[config.mk]
export PLATFORM = sky130hd
export DESIGN_NAME = atc_core
export DESIGN_NICKNAME = d
export VERILOG_FILES = /design/src/hdl/atc_core.v /design/src/hdl/atc_thresh.v /design/src/hdl/atc_step.v
export VERILOG_INCLUDE_DIRS = /design/src /design/src/inc
export SDC_FILE = /design/constraint.sdc
export NUM_CORES = 2
export LEC_CHECK = 0
export BUFFER_PORTS_ARGS = -buffer_cell sky130_fd_sc_hd__clkbuf_2
export CORE_AREA = 2 2 329 364
export CTS_CLUSTER_SIZE = 40
export DETAILED_ROUTE_END_ITERATION = 6
export DIE_AREA = 0 0 331 366
export PLACE_DENSITY = 0.66
export SLEW_MARGIN = 10
export SYNTH_ARGS = -nofsm -noshare
export SYNTH_HDL_FRONTEND = slang
export SYNTH_SLANG_ARGS = --single-unit
export TNS_END_PERCENT = 30
[constraint.sdc]
create_clock -name pclk -period 13.2 [get_ports pclk]
set_input_delay 3.96 -clock pclk [delete_from_list [all_inputs] [get_ports pclk]]
set_output_delay 3.96 -clock pclk [all_outputs]
set_load 0.01 [all_outputs]
[src/inc/atc_regs.vh]
// Register map, field layout and reset values of the adaptive touch threshold block.
// How it works
// - Upper threshold uses quarter offset times sensitivity.
// - Lower threshold adds scaled remainder times sensitivity.
// - Offset changes recompute thresholds with no host.
// - Offsets follow ambient drift per stage.
// - Ambient comes from slow averaging of untouched samples.
// - Minimum average updates only inside negative gate.
// - Maximum average updates only inside positive gate.
// - Clamp values bound the adjusted offsets.
// - Sixteen sensitivity levels per direction.
// - Smaller codes put thresholds nearer ambient.
// - Positive code 1000 gives about 225%.
// - Thresholds reference ambient; contact needs crossing.
// - Adaptive mode rescales from maximum and minimum averages.
// - Compensation runs only while untouched.
// - Active-low interrupt on threshold crossing.
`ifndef ATC_REGS_VH
`define ATC_REGS_VH
`define ATC_NST          4
`define ATC_DW           16
`define ATC_AW           8
`define ATC_CTRL_OFF     8'h00
`define ATC_STAT_OFF     8'h04
`define ATC_MASK_OFF     8'h08
`define ATC_ACT_OFF      8'h0C
`define ATC_STG_BASE_BIT 7
`define ATC_F_OFFH       3'h0
`define ATC_F_OFFL       3'h1
`define ATC_F_CLPH       3'h2
`define ATC_F_CLPL       3'h3
`define ATC_F_SENS       3'h4
`define ATC_F_AMB        3'h5
`define ATC_F_HI         3'h6
`define ATC_F_LO         3'h7
`define ATC_CTRL_ADAPT   0
`define ATC_CTRL_RST     1'h1
`define ATC_STAT_RST     8'h00
`define ATC_MASK_RST     8'h00
`define ATC_AMB_RST      16'h0000
`define ATC_SENS_RST     16'h0000
`define ATC_OFF_RST      16'h0000
`define ATC_CLP_RST      16'hFFFF
`define ATC_MAX_RST      16'h0000
`define ATC_MIN_RST      16'hFFFF
`define ATC_AMB_SHIFT    3
`define ATC_QSHIFT       2
`define ATC_SSHIFT       4
`endif

[src/hdl/atc_core.v]
// Adaptive touch threshold calibration with APB registers and interrupt.
//
// The register addresses and register access over APB are this design's own decisions.
`timescale 1ns/1ps
`default_nettype none
`include "atc_regs.vh"
module atc_core (
    input  wire        pclk,
    input  wire        presetn,
    input  wire        psel,
    input  wire        penable,
    input  wire        pwrite,
    input  wire [7:0]  paddr,
    input  wire [31:0] pwdata,
    output reg  [31:0] prdata,
    output reg         pready,
    output reg         pslverr,
    input  wire        sample_valid,
    input  wire [1:0]  sample_stage,
    input  wire [15:0] sample_data,
    output reg         int_n,
    output reg  [3:0]  pos_active,
    output reg  [3:0]  neg_active
);
    reg  [15:0] amb_q   [0:3];
    reg  [15:0] offh_q  [0:3];
    reg  [15:0] offl_q  [0:3];
    reg  [15:0] clph_q  [0:3];
    reg  [15:0] clpl_q  [0:3];
    reg  [15:0] sens_q  [0:3];
    reg  [15:0] max_q   [0:3];
    reg  [15:0] min_q   [0:3];
    reg         adapt_q;
    reg  [7:0]  stat_q;
    reg  [7:0]  mask_q;
    reg  [3:0]  actp_q;
    reg  [3:0]  actn_q;
    integer     i_amb;
    integer     i_pk;
    integer     i_off;
    integer     i_clp;
    integer     i_sens;

    wire        setup    = psel & ~penable;
    wire        wr_fire  = psel & penable & pready & pwrite;
    wire        stg_hit  = paddr[`ATC_STG_BASE_BIT];
    wire [1:0]  rstg     = paddr[6:5];
    wire [2:0]  rfld     = paddr[4:2];
    wire [7:0]  waddr    = {paddr[7:2], 2'b00};
    wire        ctrl_hit = (waddr == `ATC_CTRL_OFF);
    wire        stat_hit = (waddr == `ATC_STAT_OFF);
    wire        mask_hit = (waddr == `ATC_MASK_OFF);
    wire        act_hit  = (waddr == `ATC_ACT_OFF);
    wire        glob_hit = ctrl_hit | stat_hit | mask_hit | act_hit;
    wire        mapped   = stg_hit | glob_hit;
    wire        wr_glob  = wr_fire & glob_hit;
    wire        wr_stg   = wr_fire & stg_hit;

    wire [1:0]  s        = sample_stage;
    wire [15:0] amb_s    = amb_q[s];
    wire [15:0] max_s    = max_q[s];
    wire [15:0] min_s    = min_q[s];
    wire [15:0] sens_s   = sens_q[s];
    wire [15:0] hi_s;
    wire [15:0] lo_s;
    wire [15:0] hi_r;
    wire [15:0] lo_r;

    // Thresholds follow the offsets combinationally, so any offset change is seen at once.
    atc_thresh u_thr_smp (
        .amb      (amb_s),
        .offh     (offh_q[s]),
        .offl     (offl_q[s]),
        .pos_code (sens_s[3:0]),
        .neg_code (sens_s[7:4]),
        .hi       (hi_s),
        .lo       (lo_s)
    );

    atc_thresh u_thr_rd (
        .amb      (amb_q[rstg]),
        .offh     (offh_q[rstg]),
        .offl     (offl_q[rstg]),
        .pos_code (sens_q[rstg][3:0]),
        .neg_code (sens_q[rstg][7:4]),
        .hi       (hi_r),
        .lo       (lo_r)
    );

    // Contact is judged against ambient-referenced thresholds.
    wire        touch_p  = sample_data > hi_s;
    wire        touch_n  = sample_data < lo_s;
    wire        untouched = ~touch_p & ~touch_n;

    // Slow averaging of the untouched level.
    wire [16:0] adiff    = {1'b0, sample_data} - {1'b0, amb_s};
    wire [16:0] astep    = $signed(adiff) >>> `ATC_AMB_SHIFT;
    wire [15:0] amb_new  = amb_s + astep[15:0];

    // Peak gating windows, percentages in sixteenths of the span.
    wire [15:0] span_p   = (max_s > amb_s) ? max_s - amb_s : 16'h0000;
    wire [15:0] span_n   = (amb_s > min_s) ? amb_s - min_s : 16'h0000;
    wire [19:0] win_p20  = {4'h0, span_p} * {16'h0000, sens_s[11:8]};
    wire [19:0] win_n20  = {4'h0, span_n} * {16'h0000, sens_s[15:12]};
    wire [15:0] win_p    = win_p20[19:4];
    wire [15:0] win_n    = win_n20[19:4];
    wire        gate_p   = (sample_data > amb_s) &
                           ({1'b0, sample_data} + {1'b0, win_p} >= {1'b0, max_s});
    wire        gate_n   = (sample_data < amb_s) &
                           ({1'b0, min_s} + {1'b0, win_n} >= {1'b0, sample_data});
    wire [16:0] max_sum  = {1'b0, max_s} + {1'b0, sample_data};
    wire [16:0] min_sum  = {1'b0, min_s} + {1'b0, sample_data};
    wire [15:0] max_new  = (sample_data > max_s) ? max_sum[16:1] :
                           ((max_s > amb_s) ? max_sum[16:1] : sample_data);
    wire [15:0] min_new  = (sample_data < min_s) ? min_sum[16:1] :
                           ((min_s < amb_s) ? min_sum[16:1] : sample_data);

    // Offsets chase the measured response span around the drifting ambient.
    wire [15:0] offh_nxt;
    wire [15:0] offl_nxt;
    atc_step u_step_h (
        .cur    (offh_q[s]),
        .target (span_p),
        .clamp  (clph_q[s]),
        .nxt    (offh_nxt)
    );
    atc_step u_step_l (
        .cur    (offl_q[s]),
        .target (span_n),
        .clamp  (clpl_q[s]),
        .nxt    (offl_nxt)
    );

    wire        do_comp  = sample_valid & untouched;
    wire        do_adapt = do_comp & adapt_q;

    // Activation change events, positive in the low nibble and negative in the high one.
    reg  [7:0]  ev_d;
    reg  [7:0]  clr_d;
    reg  [7:0]  stat_d;
    always @* begin
        ev_d = 8'h00;
        if (sample_valid) begin
            ev_d[s]     = touch_p ^ actp_q[s];
            ev_d[s + 4] = touch_n ^ actn_q[s];
        end
        clr_d = 8'h00;
        if (wr_glob & stat_hit) begin
            clr_d = pwdata[7:0];
        end
        stat_d = (stat_q & ~clr_d) | ev_d;
    end

    // Read data mux, sampled in the setup phase.
    reg  [31:0] rd_d;
    always @* begin
        rd_d = 32'h00000000;
        if (stg_hit) begin
            case (rfld)
                `ATC_F_OFFH: rd_d = {16'h0000, offh_q[rstg]};
                `ATC_F_OFFL: rd_d = {16'h0000, offl_q[rstg]};
                `ATC_F_CLPH: rd_d = {16'h0000, clph_q[rstg]};
                `ATC_F_CLPL: rd_d = {16'h0000, clpl_q[rstg]};
                `ATC_F_SENS: rd_d = {16'h0000, sens_q[rstg]};
                `ATC_F_AMB:  rd_d = {16'h0000, amb_q[rstg]};
                `ATC_F_HI:   rd_d = {16'h0000, hi_r};
                `ATC_F_LO:   rd_d = {16'h0000, lo_r};
                default:     rd_d = 32'h00000000;
            endcase
        end else if (glob_hit) begin
            case (paddr[3:2])
                2'h0:    rd_d = {31'h00000000, adapt_q};
                2'h1:    rd_d = {24'h000000, stat_q};
                2'h2:    rd_d = {24'h000000, mask_q};
                2'h3:    rd_d = {24'h000000, actn_q, actp_q};
                default: rd_d = 32'h00000000;
            endcase
        end
    end

    // Access phase never waits, so pready is the registered setup strobe.
    always @(posedge pclk or negedge presetn) begin
        if (!presetn) begin
            pready <= 1'b0;
        end else begin
            pready <= setup;
        end
    end

    // Unmapped addresses are refused with an error and zero data.
    always @(posedge pclk or negedge presetn) begin
        if (!presetn) begin
            pslverr <= 1'b0;
        end else begin
            pslverr <= setup & ~mapped;
        end
    end

    // Read data is taken in the setup cycle and holds until the next setup.
    always @(posedge pclk or negedge presetn) begin
        if (!presetn) begin
            prdata <= 32'h00000000;
        end else if (setup) begin
            prdata <= mapped ? rd_d : 32'h00000000;
        end
    end

    // Adaptive threshold enable.
    always @(posedge pclk or negedge presetn) begin
        if (!presetn) begin
            adapt_q <= `ATC_CTRL_RST;
        end else if (wr_glob & ctrl_hit) begin
            adapt_q <= pwdata[`ATC_CTRL_ADAPT];
        end
    end

    // Sticky status; an event in the cycle of its clear keeps the bit set.
    always @(posedge pclk or negedge presetn) begin
        if (!presetn) begin
            stat_q <= `ATC_STAT_RST;
        end else begin
            stat_q <= stat_d;
        end
    end

    // Interrupt mask, same layout as the status.
    always @(posedge pclk or negedge presetn) begin
        if (!presetn) begin
            mask_q <= `ATC_MASK_RST;
        end else if (wr_glob & mask_hit) begin
            mask_q <= pwdata[7:0];
        end
    end

    // Positive activation per stage.
    always @(posedge pclk or negedge presetn) begin
        if (!presetn) begin
            actp_q <= 4'h0;
        end else if (sample_valid) begin
            actp_q[s] <= touch_p;
        end
    end

    // Negative activation per stage.
    always @(posedge pclk or negedge presetn) begin
        if (!presetn) begin
            actn_q <= 4'h0;
        end else if (sample_valid) begin
            actn_q[s] <= touch_n;
        end
    end

    // Level interrupt, low while an unmasked status bit is set.
    always @(posedge pclk or negedge presetn) begin
        if (!presetn) begin
            int_n <= 1'b1;
        end else begin
            int_n <= ~|(stat_q & mask_q);
        end
    end

    // Registered activation outputs.
    always @(posedge pclk or negedge presetn) begin
        if (!presetn) begin
            pos_active <= 4'h0;
            neg_active <= 4'h0;
        end else begin
            pos_active <= actp_q;
            neg_active <= actn_q;
        end
    end

    // Ambient follows untouched samples; a host write in the same cycle wins.
    always @(posedge pclk or negedge presetn) begin
        if (!presetn) begin
            for (i_amb = 0; i_amb < `ATC_NST; i_amb = i_amb + 1) begin
                amb_q[i_amb] <= `ATC_AMB_RST;
            end
        end else begin
            if (do_comp) begin
                amb_q[s] <= amb_new;
            end
            if (wr_stg & (rfld == `ATC_F_AMB)) begin
                amb_q[rstg] <= pwdata[15:0];
            end
        end
    end

    // Peak averages, each updated only inside its gate.
    always @(posedge pclk or negedge presetn) begin
        if (!presetn) begin
            for (i_pk = 0; i_pk < `ATC_NST; i_pk = i_pk + 1) begin
                max_q[i_pk] <= `ATC_MAX_RST;
                min_q[i_pk] <= `ATC_MIN_RST;
            end
        end else begin
            if (sample_valid & gate_p) begin
                max_q[s] <= max_new;
            end
            if (sample_valid & gate_n) begin
                min_q[s] <= min_new;
            end
        end
    end

    // Drift offsets step with calibration; a host write in the same cycle wins.
    always @(posedge pclk or negedge presetn) begin
        if (!presetn) begin
            for (i_off = 0; i_off < `ATC_NST; i_off = i_off + 1) begin
                offh_q[i_off] <= `ATC_OFF_RST;
                offl_q[i_off] <= `ATC_OFF_RST;
            end
        end else begin
            if (do_adapt) begin
                offh_q[s] <= offh_nxt;
                offl_q[s] <= offl_nxt;
            end
            if (wr_stg & (rfld == `ATC_F_OFFH)) begin
                offh_q[rstg] <= pwdata[15:0];
            end
            if (wr_stg & (rfld == `ATC_F_OFFL)) begin
                offl_q[rstg] <= pwdata[15:0];
            end
        end
    end

    // Clamps are written by the host only.
    always @(posedge pclk or negedge presetn) begin
        if (!presetn) begin
            for (i_clp = 0; i_clp < `ATC_NST; i_clp = i_clp + 1) begin
                clph_q[i_clp] <= `ATC_CLP_RST;
                clpl_q[i_clp] <= `ATC_CLP_RST;
            end
        end else begin
            if (wr_stg & (rfld == `ATC_F_CLPH)) begin
                clph_q[rstg] <= pwdata[15:0];
            end
            if (wr_stg & (rfld == `ATC_F_CLPL)) begin
                clpl_q[rstg] <= pwdata[15:0];
            end
        end
    end

    // Sensitivity and peak gate codes are written by the host only.
    always @(posedge pclk or negedge presetn) begin
        if (!presetn) begin
            for (i_sens = 0; i_sens < `ATC_NST; i_sens = i_sens + 1) begin
                sens_q[i_sens] <= `ATC_SENS_RST;
            end
        end else if (wr_stg & (rfld == `ATC_F_SENS)) begin
            sens_q[rstg] <= pwdata[15:0];
        end
    end
endmodule // atc_core
`default_nettype wire

[src/hdl/atc_thresh.v]
// Threshold arithmetic for one stage.
`timescale 1ns/1ps
`default_nettype none
`include "atc_regs.vh"
module atc_thresh (
    input  wire [15:0] amb,
    input  wire [15:0] offh,
    input  wire [15:0] offl,
    input  wire [3:0]  pos_code,
    input  wire [3:0]  neg_code,
    output wire [15:0] hi,
    output wire [15:0] lo
);
    wire [15:0] qh   = offh >> `ATC_QSHIFT;
    wire [15:0] ql   = offl >> `ATC_QSHIFT;
    wire [15:0] rl   = (offl - ql) >> `ATC_SSHIFT;
    wire [19:0] hsum = {4'h0, amb} + {4'h0, qh} + ({4'h0, qh} * {16'h0000, pos_code});
    wire [19:0] lsum = {4'h0, amb} + {4'h0, ql} + ({4'h0, rl} * {16'h0000, neg_code});
    assign hi = (|hsum[19:16]) ? 16'hFFFF : hsum[15:0];
    assign lo = (|lsum[19:16]) ? 16'hFFFF : lsum[15:0];
endmodule // atc_thresh
`default_nettype wire

[src/hdl/atc_step.v]
// One-step move of an offset toward a target, bounded by a clamp.
`timescale 1ns/1ps
`default_nettype none
module atc_step (
    input  wire [15:0] cur,
    input  wire [15:0] target,
    input  wire [15:0] clamp,
    output wire [15:0] nxt
);
    wire [15:0] moved = (cur < target) ? cur + 16'h0001 :
                        (cur > target) ? cur - 16'h0001 : cur;
    assign nxt = (moved > clamp) ? clamp : moved;
endmodule // atc_step
`default_nettype wire

==> flow_summary_export.csv <==
group,metric,value,unit
global_route,grt_pass1_wl,304000,µm
worst_setup_path,crit_top_cell,"buf_4",
detailed_routing,vias_per_cell,6.28,
worst_setup_path,cp-start-kind,"input pin",
place,dp_hpwl,146000,µm
synthesis,synth_warnings,0,
floorplanning,dieArea,121000,µm²
place,place_area,63700,µm²
cells_and_area,final_cell_area,66100,µm²
floorplanning,ios,107,
worst_setup_path,reg2reg_depth,45,
global_route,groute.usage.overall,32.5,%
floorplanning,initial_core_util,49.8,%
global_route,grt.overflow.total,0,
cells_and_area,final_nets,7564,
clocking,cts_sinks,564,
run,cap_violations,0,
synthesis,synth-edff-count,0,
clocking,cts_buffers,66,
worst_setup_path,endpoint_kind,"register",
clocking,cts_root_buf,"clkbuf_16",
clocking,hold_buffers,0,
sta,setup_viol,0,
synthesis,ys_seq_elements,564,
sta,worst_pin_slew,1.26,ns
place,gp_congestion,0.984,
detailed_routing,remaining_drc_errors,2,
status,violations,"design-rule violations",
synthesis,netlist_top_cells_area,"dfrtp_1, ha_1, dfstp_2, mux4_2, mux2_2",
clocking,htreeDepth,3,
sta,post-route-period-util,96.3,%
clocking,clock_latency,0.69,ns
clocking,cts_buffer_depth,3,
detailed_routing,routedWlPerCell,23.7,µm
cells_and_area,layout-drive-gt1-share,23.0,%
detailed_routing,drtIter0Drc,5130,
synthesis,synthDominantCellAreaShare,15.9,%
hold_path,whs_path_depth,0,
worst_setup_path,critPathMaxFanout,44,
synthesis,ys_seq_area_share,24.6,%
floorplanning,fp-row-count,132,
worst_setup_path,crit_type,"input pin to register",
global_route,grt_pass1_vias,51700,
detailed_routing,drt_pass1_iterations,7,
floorplanning,core_area,117000,µm²
sta,max_freq,78.7,MHz
synthesis,synth_area_per_cell,9.06,µm²
detailed_routing,vias,52500,
sta,worst_slack,0.494,ns
hold_path,hold_path.class,"register to register",
floorplanning,die_x,331,µm
detailed_routing,ant_nets,0,
sta,skew,0.0519,ns
global_route,antenna_found_initial,9,
synthesis,synthesis.instances,6448,
synthesis,syn_area,58400,µm²
synthesis,synthArstFlopShare,100,%
sta,hold_viol,0,
detailed_routing,finalWirelength,198000,µm
clocking,tritoncts,"done",
synthesis,yosys-top-cells-count,"nand2_1, ha_1, nor2_1",
synthesis,synth.most_common_cell,"nand2_1",
place,io_buffers,72,
status,outcome,"complete, but fails checks",
worst_setup_path,max_stage_delay,0.70,ns
floorplanning,die_h,366,µm
sta,period_minus_slack,12.71,ns
worst_setup_path,crit_required,13.79,ns
clocking,clk_pin_slew_worst_paths,0.07,ns
global_route,grt_max_degree,186,
worst_setup_path,slowest_stage,"mux4_1",
sta,max_slew_margin,15.9,%
cells_and_area,areaGrowthSynthToFinish,13.2,%
worst_setup_path,arrival,13.30,ns
place,place_ws,-0.397,ns
synthesis,yosys.cell_types.count,99,
sta,slew_violations,0,
synthesis,yosys.area.top_type,"dfrtp_1",
synthesis,ys.flop_type,"dfrtp_1",
## cell type report
type | instances | area, µm²
Antenna cell | 4 | 10.0
Fill cell | 10400 | 51200
Clock inverter | 30 | 338
Inverter | 458 | 1720
Clock buffer | 90 | 1890
Tap cell | 1541 | 1930
Multi-Input combinational cell | 5104 | 41300
Sequential cell | 564 | 14400
Timing Repair Buffer | 571 | 4600
## final timing paths
check / from / endpoint / slack (ns)
min in group asynchronous: presetn / offl_q[48] / 3.36
worst max-delay path: sample_stage[0] / offh_q[20] / 0.49
worst max register to register: offl_q[50] / offh_q[20] / 3.59
worst min-delay path: actp_q[1] / pos_active[1] / 0.46
worst min register to register: actp_q[1] / pos_active[1] / 0.46
max in group asynchronous: presetn / mask_q[7] / 7.52
## layer usage
metal | wire length [µm] | up-vias | GRT usage (%)
met5 | 27 | - | 0
met4 | 11500 | 4 | 16.8
met3 | 17500 | 508 | 5.17
met2 | 89400 | 2431 | 50.7
met1 | 79600 | 25800 | 43.4
li1 | - | 23800 | -
## repair_timing
action	CTS	global route
setup buffers	0	4
gates resized for setup	0	23
endpoints found under the setup margin	0	222
## placed cells by master (no fill, tap or decap), drive strengths merged, types with 41 or more instances in the layout
master / netlist / layout
nand4: 48 / 48
o21a: 64 / 64
dfstp: 194 / 194
mux4: 211 / 211
xnor2: 241 / 241
nor2: 563 / 563
a21oi: 325 / 325
ha: 578 / 578
xor2: 77 / 77
o31ai: 60 / 60
dfrtp: 370 / 370
nand3: 272 / 272
o21ai: 339 / 339
o211ai: 55 / 55
a211oi: 50 / 50
a21o: 104 / 104
mux2i: 72 / 72
clkbuf: 220 / 158
nor2b: 63 / 63
nor3: 129 / 129
nand2: 591 / 591
inv: 458 / 464
and2: 65 / 65
a31oi: 157 / 157
buf: 117 / 503
o21bai: 41 / 41
mux2: 356 / 356
nand2b: 47 / 47
and3: 72 / 72
or3: 48 / 48
fa: 157 / 157
## registers in the layout (all words and copies together) (netlist names), 4 cells and up
name and flops:
actn_q 4, actp_q 4, amb_q 64, clph_q 64, clpl_q 64, mask_q 8
max_q 64, min_q 64, neg_active 4, offh_q 64, offl_q 64, pos_active 4
prdata 16, sens_q 64, stat_q 8
## critical path: cells and delay by family
family | cells | cell delay (ns)
buffers and inverters | 9 | 1.23
adder cells (fa/ha/maj) | 6 | 2.30
AO/OA/AOI/OAI | 16 | 2.46
AND/OR/NAND/NOR | 13 | 2.45
multiplexers | 1 | 0.70
XOR/XNOR | 1 | 0.14
## cells by family (layout without fill, tap and decap cells)
| group | Yosys count | in the layout | synth area share, % |
|---|---|---|---|
| AND/OR/NAND/NOR | 2015 | 2015 | 16.0 |
| AO/OA/AOI/OAI | 1381 | 1381 | 15.0 |
| buffers and inverters | 795 | 1149 | 5.48 |
| multiplexers | 639 | 639 | 16.3 |
| XOR/XNOR | 318 | 318 | 4.77 |
| flip-flops | 564 | 564 | 24.6 |
| adder cells (fa/ha/maj) | 735 | 735 | 17.8 |
| other | 1 | 20 | 0.00642 |
## stage by stage
step	hold WS [ns]	util (%)	instances	setup TNS, ns
after floorplan	0.384	-	6463	-0.00334
after global placement	0.436	54.3	8233	-20.37
after detailed placement	0.443	54.3	8233	-40.27
after CTS	0.460	56.2	8353	0
after global routing	0.470	56.4	8360	-0.633
final	0.457	56.4	8362	0
Power is not shown: default switching activity piles up to over one toggle a cycle in this logic, so the estimate is an artifact.
